$ cat src/rtl/prc_pkg.sv
package prc_pkg;

    // register indices; byte address is four times the index
    localparam logic [5:0] IDX_RESET_CTRL = 6'h1f;
    localparam logic [5:0] IDX_IND_CTRL   = 6'h25;
    localparam logic [5:0] IDX_COMPLIANCE = 6'h27;

    // field positions
    localparam int BIT_SW_RESET    = 15;
    localparam int BIT_DIG_RESTART = 14;
    localparam int BIT_POLARITY    = 9;
    localparam int SRC_LSB         = 3;
    localparam int SRC_MSB         = 6;
    localparam int ROUTE_LSB       = 0;
    localparam int ROUTE_MSB       = 1;
    localparam int BIT_TEST_EN     = 4;
    localparam int TEST_SEL_LSB    = 0;
    localparam int TEST_SEL_MSB    = 3;

    // reset values
    localparam logic [3:0] IND_SRC_RST  = 4'h0;
    localparam logic [1:0] ROUTE_RST    = 2'h0;
    localparam logic       TEST_EN_RST  = 1'b0;
    localparam logic [3:0] TEST_SEL_RST = 4'h0;

    // routing encodings
    localparam logic [1:0] ROUTE_COL  = 2'h0;
    localparam logic [1:0] ROUTE_LED0 = 2'h3;

    // indicator source encodings
    localparam logic [3:0] SRC_LINK_OK    = 4'h0;
    localparam logic [3:0] SRC_RXTX_ACT   = 4'h1;
    localparam logic [3:0] SRC_TX_ACT     = 4'h2;
    localparam logic [3:0] SRC_RX_ACT     = 4'h3;
    localparam logic [3:0] SRC_COLLISION  = 4'h4;
    localparam logic [3:0] SRC_SPEED_100  = 4'h5;
    localparam logic [3:0] SRC_SPEED_10   = 4'h6;
    localparam logic [3:0] SRC_FULL_DUP   = 4'h7;
    localparam logic [3:0] SRC_LINK_BLINK = 4'h8;
    localparam logic [3:0] SRC_STRETCH    = 4'h9;
    localparam logic [3:0] SRC_MII_100FD  = 4'ha;
    localparam logic [3:0] SRC_LPI        = 4'hb;
    localparam logic [3:0] SRC_MII_ERR    = 4'hc;
    localparam logic [3:0] SRC_LINK_LOST  = 4'hd;
    localparam logic [3:0] SRC_PRBS_ERR   = 4'he;

    // timing counts in cycles of the core clock
    localparam int         PULSE_W         = 5;
    localparam logic [4:0] SW_RESET_CYC    = 5'h10;
    localparam logic [4:0] DIG_RESTART_CYC = 5'h08;
    localparam logic [2:0] STRAP_WAIT      = 3'h5;  // outlasts the four-edge strap synchroniser

    // status from the transceiver core, same clock
    typedef struct packed {
        logic link_up;
        logic rx_act;
        logic tx_act;
        logic collision;
        logic speed_100;
        logic full_duplex;
        logic stretch;
        logic lpi;
        logic mii_err;
        logic prbs_err;
    } prc_evt_s;

    // compliance pattern control towards the transmitter
    typedef struct packed {
        logic       en;
        logic [3:0] sel;
    } prc_test_s;

endpackage

$ cat src/rtl/prc_ctrl.sv
// Overview of operation
// - writing one to bit 15 resets the device like the reset pin, then clears
// - writing one to bit 14 restarts digital logic, registers kept, then clears
// - polarity bit 9 resets from collision pin strap; pull-up means active low
// - source codes 0-3 select link up, any activity, transmit, receive activity
// - codes 4-7 and 10 select collision, speeds, full duplex, 100 full link
// - codes 8,9,11,12 select blink link, stretch, low power idle, MII error
// - code 13 latches on link drop until register one is read
// - code 14 latches on one checker error until self-test status is cleared
// - route 00 drives collision pin, 11 drives first indicator pin, others reserved
// - compliance bit 4 enables short-reach test patterns, resets to zero
// - compliance bits 3:0 choose the transmitted test pattern when enabled
//
// The APB slave port was left to the implementer.
module prc_ctrl #(
    parameter int BLINK_CYCLES = 12_500_000
) (
    input  logic                REF_CLK,
    input  logic                RESETN,
    input  logic                PSEL,
    input  logic                PENABLE,
    input  logic                PWRITE,
    input  logic [7:0]          PADDR,
    input  logic [31:0]         PWDATA,
    output logic [31:0]         PRDATA,
    output logic                PREADY,
    output logic                PSLVERR,
    input  prc_pkg::prc_evt_s   EVENTS,
    input  logic                STATUS_ONE_READ,
    input  logic                SELFTEST_CLEAR,
    input  logic                COL_STRAP_IN,
    output logic                COL_OUT,
    output logic                COL_OE,
    output logic                LED0_OUT,
    output logic                LED0_OE,
    output logic                DEV_RESET_N,
    output logic                DIG_RESTART,
    output prc_pkg::prc_test_s  TEST_CTRL
);
    import prc_pkg::*;

    logic        setup;
    logic        wr_acc;
    logic [5:0]  idx;
    logic        idx_ok;
    logic        sw_start;
    logic        dr_start;
    logic        sw_busy;
    logic        dr_busy;
    logic        strap_sync;
    logic [2:0]  strap_cnt_r;
    logic        pol_r;
    logic [3:0]  src_r;
    logic [1:0]  route_r;
    prc_test_s   test_r;
    logic [31:0] prdata_r;
    logic        pslverr_r;
    logic        link_d_r;
    logic        lost_r;
    logic        prbs_r;
    logic [23:0] blink_cnt_r;
    logic        blink_r;
    logic        evt;
    logic        ind_r;
    logic        col_oe_r;
    logic        led0_oe_r;
    logic        dev_rst_n_r;
    logic        dig_rst_r;

    ////////////////////////////////////////////////////////////////////////////
    // apb decode; zero wait states, so ready is tied high
    assign setup  = PSEL && !PENABLE;
    assign wr_acc = PSEL && PENABLE && PWRITE;
    assign idx    = PADDR[7:2];
    assign idx_ok = (PADDR[1:0] == 2'h0) &&
                    (idx == IDX_RESET_CTRL || idx == IDX_IND_CTRL || idx == IDX_COMPLIANCE);
    assign PREADY = 1'b1;

    assign sw_start = wr_acc && idx_ok && idx == IDX_RESET_CTRL && PWDATA[BIT_SW_RESET];
    assign dr_start = wr_acc && idx_ok && idx == IDX_RESET_CTRL && PWDATA[BIT_DIG_RESTART];

    ////////////////////////////////////////////////////////////////////////////
    // self-clearing operations
    prc_pulse u_sw_reset (
        .clk   (REF_CLK),
        .rst_n (RESETN),
        .start (sw_start),
        .len   (SW_RESET_CYC),
        .busy  (sw_busy)
    );

    prc_pulse u_dig_restart (
        .clk   (REF_CLK),
        .rst_n (RESETN),
        .start (dr_start),
        .len   (DIG_RESTART_CYC),
        .busy  (dr_busy)
    );

    prc_sync u_strap (
        .clk   (REF_CLK),
        .rst_n (RESETN),
        .din   (COL_STRAP_IN),
        .dout  (strap_sync)
    );

    ////////////////////////////////////////////////////////////////////////////
    // strap window reopens after a software reset, as after the pin
    always_ff @(posedge REF_CLK or negedge RESETN) begin
        if (!RESETN) begin
            strap_cnt_r <= '0;
        end else if (sw_busy) begin
            strap_cnt_r <= '0;
        end else if (strap_cnt_r != STRAP_WAIT) begin
            strap_cnt_r <= strap_cnt_r + 1'b1;
        end
    end

    // indicator control register; polarity follows the strap until the window ends
    always_ff @(posedge REF_CLK or negedge RESETN) begin
        if (!RESETN) begin
            pol_r   <= 1'b0;
            src_r   <= IND_SRC_RST;
            route_r <= ROUTE_RST;
        end else if (sw_busy) begin
            src_r   <= IND_SRC_RST;
            route_r <= ROUTE_RST;
        end else if (strap_cnt_r != STRAP_WAIT) begin
            pol_r <= strap_sync;
        end else if (wr_acc && idx_ok && idx == IDX_IND_CTRL) begin
            pol_r   <= PWDATA[BIT_POLARITY];
            src_r   <= PWDATA[SRC_MSB:SRC_LSB];
            route_r <= PWDATA[ROUTE_MSB:ROUTE_LSB];
        end
    end

    // compliance register drives the pattern generator directly
    always_ff @(posedge REF_CLK or negedge RESETN) begin
        if (!RESETN) begin
            test_r <= '{en: TEST_EN_RST, sel: TEST_SEL_RST};
        end else if (sw_busy) begin
            test_r <= '{en: TEST_EN_RST, sel: TEST_SEL_RST};
        end else if (wr_acc && idx_ok && idx == IDX_COMPLIANCE) begin
            test_r.en  <= PWDATA[BIT_TEST_EN];
            test_r.sel <= PWDATA[TEST_SEL_MSB:TEST_SEL_LSB];
        end
    end
    // speed forcing stays with software; the pattern bits pass through as written
    assign TEST_CTRL = test_r;

    ////////////////////////////////////////////////////////////////////////////
    // read data is captured in the setup cycle so it is a flop during access
    always_ff @(posedge REF_CLK or negedge RESETN) begin
        if (!RESETN) begin
            prdata_r  <= '0;
            pslverr_r <= 1'b0;
        end else if (setup) begin
            prdata_r  <= '0;            // reserved bits read zero
            pslverr_r <= !idx_ok;
            if (idx_ok && idx == IDX_RESET_CTRL) begin
                prdata_r[BIT_SW_RESET]    <= sw_busy;
                prdata_r[BIT_DIG_RESTART] <= dr_busy;
            end else if (idx_ok && idx == IDX_IND_CTRL) begin
                prdata_r[BIT_POLARITY]        <= pol_r;
                prdata_r[SRC_MSB:SRC_LSB]     <= src_r;
                prdata_r[ROUTE_MSB:ROUTE_LSB] <= route_r;
            end else if (idx_ok && idx == IDX_COMPLIANCE) begin
                prdata_r[BIT_TEST_EN]                <= test_r.en;
                prdata_r[TEST_SEL_MSB:TEST_SEL_LSB]  <= test_r.sel;
            end
        end
    end
    assign PRDATA  = prdata_r;
    assign PSLVERR = pslverr_r;

    ////////////////////////////////////////////////////////////////////////////
    // sticky indicator sources; the set wins over a clear in the same cycle
    always_ff @(posedge REF_CLK or negedge RESETN) begin
        if (!RESETN) begin
            link_d_r <= 1'b0;
            lost_r   <= 1'b0;
            prbs_r   <= 1'b0;
        end else if (sw_busy || dr_busy) begin
            link_d_r <= 1'b0;
            lost_r   <= 1'b0;
            prbs_r   <= 1'b0;
        end else begin
            link_d_r <= EVENTS.link_up;
            if (link_d_r && !EVENTS.link_up) begin
                lost_r <= 1'b1;
            end else if (STATUS_ONE_READ) begin
                lost_r <= 1'b0;
            end
            if (EVENTS.prbs_err) begin
                prbs_r <= 1'b1;
            end else if (SELFTEST_CLEAR) begin
                prbs_r <= 1'b0;
            end
        end
    end

    // blink divider; a long count, so it is a parameter for simulation
    always_ff @(posedge REF_CLK or negedge RESETN) begin
        if (!RESETN) begin
            blink_cnt_r <= '0;
            blink_r     <= 1'b0;
        end else if (sw_busy || dr_busy) begin
            blink_cnt_r <= '0;
            blink_r     <= 1'b0;
        end else if (blink_cnt_r == 24'(BLINK_CYCLES - 1)) begin
            blink_cnt_r <= '0;
            blink_r     <= !blink_r;
        end else begin
            blink_cnt_r <= blink_cnt_r + 1'b1;
        end
    end

    ////////////////////////////////////////////////////////////////////////////
    // source select
    always_comb begin
        unique case (src_r)
            SRC_LINK_OK:    evt = EVENTS.link_up;
            SRC_RXTX_ACT:   evt = EVENTS.rx_act || EVENTS.tx_act;
            SRC_TX_ACT:     evt = EVENTS.tx_act;
            SRC_RX_ACT:     evt = EVENTS.rx_act;
            SRC_COLLISION:  evt = EVENTS.collision;
            SRC_SPEED_100:  evt = EVENTS.link_up && EVENTS.speed_100;
            SRC_SPEED_10:   evt = EVENTS.link_up && !EVENTS.speed_100;
            SRC_FULL_DUP:   evt = EVENTS.full_duplex;
            SRC_LINK_BLINK: evt = EVENTS.link_up &&
                                  !((EVENTS.rx_act || EVENTS.tx_act) && blink_r);
            SRC_STRETCH:    evt = EVENTS.stretch;
            SRC_MII_100FD:  evt = EVENTS.link_up && EVENTS.speed_100 &&
                                  EVENTS.full_duplex;
            SRC_LPI:        evt = EVENTS.lpi;
            SRC_MII_ERR:    evt = EVENTS.mii_err;
            SRC_LINK_LOST:  evt = lost_r;
            SRC_PRBS_ERR:   evt = prbs_r;
            default:        evt = 1'b0;     // reserved code stays inactive
        endcase
    end

    // output pins; collision pin released while the strap is sampled or reset runs, first indicator pin only while reset runs
    always_ff @(posedge REF_CLK or negedge RESETN) begin
        if (!RESETN) begin
            ind_r     <= 1'b0;
            col_oe_r  <= 1'b0;
            led0_oe_r <= 1'b0;
        end else begin
            ind_r     <= pol_r ? !evt : evt;
            col_oe_r  <= !sw_busy && strap_cnt_r == STRAP_WAIT &&
                         route_r == ROUTE_COL;
            led0_oe_r <= !sw_busy && route_r == ROUTE_LED0;
        end
    end
    assign COL_OUT  = ind_r;
    assign LED0_OUT = ind_r;
    assign COL_OE   = col_oe_r;
    assign LED0_OE  = led0_oe_r;

    // reset outputs to the rest of the device
    always_ff @(posedge REF_CLK or negedge RESETN) begin
        if (!RESETN) begin
            dev_rst_n_r <= 1'b0;
            dig_rst_r   <= 1'b0;
        end else begin
            dev_rst_n_r <= !sw_start && !sw_busy;
            dig_rst_r   <= dr_start || dr_busy;
        end
    end
    assign DEV_RESET_N = dev_rst_n_r;
    assign DIG_RESTART = dig_rst_r;
endmodule

$ cat src/rtl/prc_sync.sv
// three-stage pin synchroniser; output moves once stages two and three agree
module prc_sync (
    input  logic clk,
    input  logic rst_n,
    input  logic din,
    output logic dout
);
    import prc_pkg::*;

    logic s1_r;
    logic s2_r;
    logic s3_r;
    logic dout_r;

    ////////////////////////////////////////////////////////////////////////////
    // stage one feeds only stage two
    always_ff @(posedge clk or negedge rst_n) begin
        if (!rst_n) begin
            s1_r   <= 1'b0;
            s2_r   <= 1'b0;
            s3_r   <= 1'b0;
            dout_r <= 1'b0;
        end else begin
            s1_r <= din;
            s2_r <= s1_r;
            s3_r <= s2_r;
            if (s2_r == s3_r) begin
                dout_r <= s3_r;
            end
        end
    end

    assign dout = dout_r;

endmodule

$ cat src/rtl/prc_pulse.sv
// fixed-length pulse stretcher; busy while the count runs down
module prc_pulse (
    input  logic                        clk,
    input  logic                        rst_n,
    input  logic                        start,
    input  logic [prc_pkg::PULSE_W-1:0] len,
    output logic                        busy
);
    import prc_pkg::*;

    logic [PULSE_W-1:0] cnt_r;

    ////////////////////////////////////////////////////////////////////////////
    // a new start while busy restarts the full length
    always_ff @(posedge clk or negedge rst_n) begin
        if (!rst_n) begin
            cnt_r <= '0;
        end else if (start) begin
            cnt_r <= len;
        end else if (cnt_r != '0) begin
            cnt_r <= cnt_r - 1'b1;
        end
    end

    assign busy = (cnt_r != '0);

endmodule

$ cat config.mk
export PLATFORM = sky130hd
export DESIGN_NAME = prc_ctrl
export DESIGN_NICKNAME = d
export VERILOG_FILES = /design/src/rtl/prc_pkg.sv /design/src/rtl/prc_ctrl.sv /design/src/rtl/prc_sync.sv /design/src/rtl/prc_pulse.sv
export SDC_FILE = /design/constraint.sdc
export NUM_CORES = 1
export LEC_CHECK = 0
export BUFFER_PORTS_ARGS = -buffer_cell sky130_fd_sc_hd__buf_2
export CAP_MARGIN = 5
export CORE_UTILIZATION = 49
export CTS_BUF_LIST = sky130_fd_sc_hd__clkbuf_8
export CTS_CLUSTER_DIAMETER = 80
export DETAILED_ROUTE_END_ITERATION = 12
export PLACE_DENSITY_LB_ADDON = 0.12
export RECOVER_POWER = 50
export SLEW_MARGIN = 10
export SYNTH_ARGS = -nofsm -noshare
export SYNTH_HDL_FRONTEND = slang
export SYNTH_SLANG_ARGS = --single-unit
$ cat constraint.sdc
create_clock -name REF_CLK -period 1.8 [get_ports REF_CLK]
set_input_delay 0.36 -clock REF_CLK [delete_from_list [all_inputs] [get_ports REF_CLK]]
set_output_delay 0.36 -clock REF_CLK [all_outputs]
set_load 0.01 [all_outputs]
==> flow_summary.ini, run 1 <==
[synthesis]
ys_ff_latch = 73
synth_cell_types = 49
syn_area_um2 = 3690
syn_inst = 367
syn_area_per_cell_um2 = 10.1
synth-edff-count = 0
ys.flop_type = dfrtp_1
yosys_warnings = 0
async_reset_ff_share_pct = 100
yosysSeqAreaShare_pct = 49.4

[worst_setup_path]
ff2ff_setup_slack_ns = 0.007
worstSetupStartpointType = flip-flop
crit_path_start = blink_cnt_r[7]$_DFF_PN0_
path_max_fanout = 6
critical-path-top-delay-family = simple AND/OR/NAND/NOR gates
worst_ep_required_time_ns = 2.03
critPathBufInv = 2
arrival_ns = 2.02
r2r-start = blink_cnt_r[7]$_DFF_PN0_
crit_slowest_cell = dfrtp_1
crit_path_end_kind = flip-flop
path_cells = buf_4 > nor4b_1 > and3_1 > and4_1 > or2_4 > clkbuf_16 > nor2_1
critPathKind = reg -> reg
critPathMaxStageDelay_ns = 0.40

[clock_tree]
clock_latency_ns = 0.34
cts_tree = done
clkTransAtPathRegs_ns = 0.07
clockBufferDepth = 2
cts_made_buffers = 9
numClockSinks = 73
cts_max_level = 3
root_buffer = clkbuf_8

[finish]
syn2layout_area_growth_pct = 22.4
drive_gt1_share_pct = 28.2
antennaDiodeCount = 0
nFillCells = 642
stdcell_area_um2 = 4520
mostFrequentLayoutCells = dfrtp_1 (73), buf_2 (56), nor2_1 (51), nand2_1 (29), buf_4 (29)
seq_area_um2 = 1830
multi_input_area_um2 = 1740
layout.nets = 522
layout.cells.non_filler = 560
layout_commonest_cell = dfrtp_1

[pwr]
ir_worst_vdd_mv = 0.371
power_density_nw_per_um2 = 855
p_leak_nw = 2.21

[grt]
grt_pass1_wl_mm = 12.2
overflow = 0
grt_use_total_pct = 20.6
grt_max_degree = 26
antenna_found_initial = 0
grt_pass1_vias = 2626

[sta]
finalSetupViolCount = 0
final_max_slew_viol_count = 0
period_minus_slack_ns = 1.79
period_share_pct = 99.6
slew_headroom_pct = 39.2
skew_ns = 0.00905
rsz0062_at_grt = yes
worst_slew_pin_slew_ns = 0.912
hold_viol = 0
fmax_ghz = 0.558

[place]
gp_congestion = 0.764
place_area_um2 = 4220
dp_cells = 539
hpwlAfterDp_mm = 5.46
io_buffer_count = 57

[floorplanning]
rows = 31
core-area_um2 = 7250
num_io_pins = 103
die_h_um = 88.8
initial_core_util_pct = 50.9
design.die.area_um2 = 7890
dieWidth_um = 88.8

[run]
maxCapViolCount = 0

[drt]
vias = 2798
drt_iter0_markers = 73
vias_per_cell = 5.00
route.detailed.drc = 0
dr.pass1.iters = 4
routed_wirelength_mm = 7.67
wire_per_inst_um = 13.7
ant_nets = 0

[worst_hold_path]
min_from = COL_STRAP_IN
holdCritPathClass = in -> reg

[status]
status = completed
==> what timing repair did <==
action	4_1_cts	5_1_grt
pin swaps	3	5
buffers inserted	4	0
gates cloned	1	1
endpoints found under the setup margin	24	17
gates resized for setup	6	14
hold endpoints to repair	13	0
hold buffers	1	0
==> path summary, 6_finish.rpt <==
check / end / cells past startpoint
setup / recovery: blink_cnt_r[21]$_DFF_PN0_ / 7
hold / removal: u_strap.s1_r$_DFF_PN0_ / 1
setup reg to reg: blink_cnt_r[21]$_DFF_PN0_ / 7
hold reg to reg: u_strap.s2_r$_DFF_PN0_ / 0
max in group asynchronous: blink_cnt_r[1]$_DFF_PN0_ / 3
min in group asynchronous: lost_r$_DFFE_PN0P_ / 2
==> state kept, by name, indices dropped and copies added (netlist names), 2 cells and up <==
name                 flops
PRDATA                  10
blink_cnt_r             24
route_r                  2
u_sw_reset.cnt_r         5
u_dig_restart.cnt_r      5
strap_cnt_r              3
src_r                    4
TEST_CTRL                5
==> layout make-up <==
class / count / share of cell area, %
Clock inverter: 5 / 0.553
Multi-Input combinational cell: 266 / 38.5
Tap cell: 99 / 2.74
Clock buffer: 10 / 3.04
Timing Repair Buffer: 94 / 13.7
Sequential cell: 73 / 40.4
Inverter: 13 / 1.08
==> Yosys cell counts (all sizes together), types with 3 or more instances <==
| library cell | instances | area (um2) |
|---|---|---|
| and4 | 3 | 26.3 |
| dfrtp | 73 | 1830 |
| and2 | 4 | 25.0 |
| a22o | 4 | 35.0 |
| nand2b | 4 | 25.0 |
| nand3 | 11 | 55.1 |
| nand4 | 5 | 37.5 |
| xnor2 | 21 | 184 |
| o31ai | 4 | 30.0 |
| nor2 | 58 | 218 |
| mux2i | 14 | 140 |
| nor2b | 4 | 25.0 |
| nor3 | 12 | 60.1 |
| nor4 | 9 | 90.1 |
| a22oi | 3 | 22.5 |
| nand2 | 29 | 109 |
| xor2 | 8 | 70.1 |
| o21ai | 4 | 20.0 |
| or3 | 5 | 31.3 |
| ha | 7 | 87.6 |
| clkbuf | 7 | 26.3 |
| buf | 29 | 210 |
| and3 | 5 | 31.3 |
| a21oi | 7 | 35.0 |
| inv | 13 | 48.8 |
==> routing by layer <==
| metal | track usage, % | routed length (um) |
|---|---|---|
| met1 | 26.3 | 3570 |
| met2 | 35.4 | 3720 |
| met3 | 3.45 | 291 |
| met4 | 7.62 | 98 |
| met5 | 0 | 0 |
==> report_power, final <==
part           switching (mW)  leakage (nW)  internal (mW)
registers               0.135         0.978           1.81
clock network           0.578        0.0905          0.516
logic                   0.447          1.14          0.383
total                    1.16          2.21           2.71
==> through the flow <==
step / hold slack, ns / setup WS, ns / utilization, % / setup TNS, ns / total power [mW]
final: 0.123 / 0.00651 / 62.3 / 0 / 3.87
after global routing: 0.108 / -0.0494 / 62.3 / -0.856 / 4.11
after CTS: 0.116 / 0.00114 / 61.7 / 0 / 3.89
after detailed placement: 0.314 / -0.136 / 58.2 / -0.910 / 2.79
after global placement: 0.315 / -0.154 / 58.2 / -0.942 / 2.76
after floorplan: 0.0644 / 0.00751 / - / 0 / 2.56
==> cells by family (layout without fill, tap and decap cells) <==
logic type | after synthesis | in the layout | share of synthesized area [%]
DFF | 73 | 73 | 49.4
other | 2 | 23 | 0.203
AOI/OAI and AO/OA | 30 | 30 | 5.72
adders and majority gates | 8 | 8 | 2.64
buffers and inverters | 49 | 122 | 7.72
xor gates and xnor gates | 29 | 29 | 6.87
muxes | 16 | 16 | 4.71
and+or+nand+nor | 160 | 160 | 22.7
Note: power is estimated with default switching activity, not from simulation.
==> inputs of run 2 (changes only) <==
--- a/config.mk
+++ b/config.mk
@@ -11,7 +11,7 @@
 export CTS_BUF_LIST = sky130_fd_sc_hd__clkbuf_8
 export CTS_CLUSTER_DIAMETER = 80
 export DETAILED_ROUTE_END_ITERATION = 12
-export PLACE_DENSITY_LB_ADDON = 0.12
+export PLACE_DENSITY = 0.81
 export RECOVER_POWER = 50
 export SLEW_MARGIN = 10
 export SYNTH_ARGS = -nofsm -noshare
==> run 2 against run 1 <==
Effect of this change: count of clock-buffer cells in the layout stayed put; worst setup slack improved by 0.038 ns; die area is the same; largest power group unchanged.
==> flow_summary.ini, run 2 (synthesized netlist as in run 1, its figures left out) <==
[status]
status = completed

[drt]
dr.pass1.iters = 4
ant_nets = 0
vias_per_cell = 5.16
vias = 2859
route.detailed.drc = 0
wire_per_inst_um = 14.0
drt_iter0_markers = 165
routed_wirelength_mm = 7.75

[finish]
largest_reg_flops = 24
layout.nets = 515
syn2layout_area_growth_pct = 19.8
mostFrequentLayoutCells = dfrtp_1 (73), nor2_1 (58), buf_2 (55), nand2_1 (29), buf_4 (25)
layout_commonest_cell = dfrtp_1
largest_register = blink_cnt_r
antennaDiodeCount = 0
layout.cells.non_filler = 554
drive_gt1_share_pct = 25.5
utilization_pct = 61.0

[floorplanning]
dieWidth_um = 88.8
core-area_um2 = 7250
initial_core_util_pct = 50.9
num_io_pins = 103
rows = 31
design.die.area_um2 = 7890
die_h_um = 88.8

[pwr]
total_power_mw = 4.05
clkPwrFrac_pct = 31.4
p_leak_nw = 2.15
cell_internal_pwr_mw = 2.85
power_density_nw_per_um2 = 915
ir_worst_vdd_mv = 0.485
p_comb_share_pct = 20.5
pwr-share-seq_pct = 48.1
switching_power_mw = 1.20
switching_share_pct = 29.6

[clock_tree]
cts_tree = done
cts_hold_repair.buffers = 0
clock_latency_ns = 0.35
cts_made_buffers = 9
cts_max_level = 3
clkTransAtPathRegs_ns = 0.07
numClockSinks = 73
root_buffer = clkbuf_8
clockBufferDepth = 2

[worst_hold_path]
hold_depth = 1
holdCritPathClass = in -> reg

[sta]
rsz0062_at_grt = yes
period_minus_slack_ns = 1.76
skew_ns = 0.00718
final_max_slew_viol_count = 0
worst_slew_pin_slew_ns = 0.987
setup_tns_ns = 0
finalSetupViolCount = 0
period_share_pct = 97.5
slew_headroom_pct = 34.2
hold_viol = 0
setup_slack_ns = 0.0443
fmax_ghz = 0.570

[grt]
antenna_found_initial = 0
overflow = 0
grt_pass1_vias = 2832
grt_max_degree = 74
grt_pass1_wl_mm = 12.5
grt_use_total_pct = 21.0

[place]
hpwlAfterDp_mm = 5.39
dp_cells = 534
gp_congestion = 0.797
dp_slack_ns = -0.0998
io_buffer_count = 57

[worst_setup_path]
worstSetupStartpointType = flip-flop
critPathKind = reg -> reg
arrival_ns = 2.00
r2r_cells = 7
worst_ep_required_time_ns = 2.04
crit_path_end_kind = flip-flop
path_max_fanout = 7

[run]
maxCapViolCount = 0
[run 2: cell count changes in the layout (fill, tap and decap cells not counted), moves of 2 or more]
cell / delta
nor2_1: +7
nor3_2: -2
nor2_2: -5
buf_4: -4
nor2_4: -2
nor3_1: +2
[run 2: layout make-up]
type,count,area [um2]
fillers,606,2830
flip-flops and latches,73,1830
multi-input cells,266,1690
repair buffers,87,541
clock buffers,10,138
well taps,99,124
clock inverters,6,58.8
inverters,13,48.8
[run 2: path summary, 6_finish.rpt]
check | from | end | slack, ns
worst max register to register | blink_cnt_r[6]$_DFF_PN0_ | blink_cnt_r[19]$_DFF_PN0_ | 0.04
worst min register to register | u_strap.s1_r$_DFF_PN0_ | u_strap.s2_r$_DFF_PN0_ | 0.35
worst min-delay path | COL_STRAP_IN | u_strap.s1_r$_DFF_PN0_ | 0.12
max in group asynchronous | RESETN | PRDATA[3]$_DFFE_PN0P_ | 0.88
worst max-delay path | blink_cnt_r[6]$_DFF_PN0_ | blink_cnt_r[19]$_DFF_PN0_ | 0.04
min in group asynchronous | RESETN | DIG_RESTART$_DFF_PN0_ | 0.27
[run 2: per-layer routing]
| layer | GRT usage, % | wire (um) | up-vias |
|---|---|---|---|
| met5 | 0 | 0 | - |
| met4 | 9.97 | 270 | 0 |
| met3 | 4.94 | 481 | 28 |
| met2 | 36.6 | 3800 | 109 |
| met1 | 24.4 | 3200 | 1353 |
| li1 | - | - | 1369 |
[run 2: power groups by stage]
stage / Sequential [mW] / Combinational [mW] / Clock [mW]
finish: 1.95 / 0.832 / 1.27
global route: 1.97 / 0.951 / 1.36
CTS: 1.94 / 0.845 / 1.30
detailed placement: 1.98 / 0.832 / 0
global placement: 1.96 / 0.782 / 0
floorplan: 1.96 / 0.603 / 0
[run 2: critical path, stage by stage (launching register included)]
cell and delay, ns:
dfrtp_1 0.36, buf_4 0.12, nand4_2 0.10, or4b_4 0.50, buf_6 0.16, nor4_2 0.21
xnor2_1 0.16, nor2_1 0.06
[run 2: timing repair]
item | 4_1_cts | 5_1_grt
cloned | 1 | 0
pin swaps | 3 | 3
setup endpoints to repair | 24 | 25
gates resized for setup | 2 | 6
setup buffers | 3 | 0
hold endpoints to repair | 0 | 0
[run 2: stage by stage]
| step | hold WS (ns) | area [um2] |
|---|---|---|
| global placement | 0.337 | 4170 |
| global route | 0.111 | 4430 |
| detailed placement | 0.335 | 4170 |
| finish | 0.120 | 4430 |
| CTS | 0.0468 | 4420 |
| floorplan | 0.0644 | 3790 |
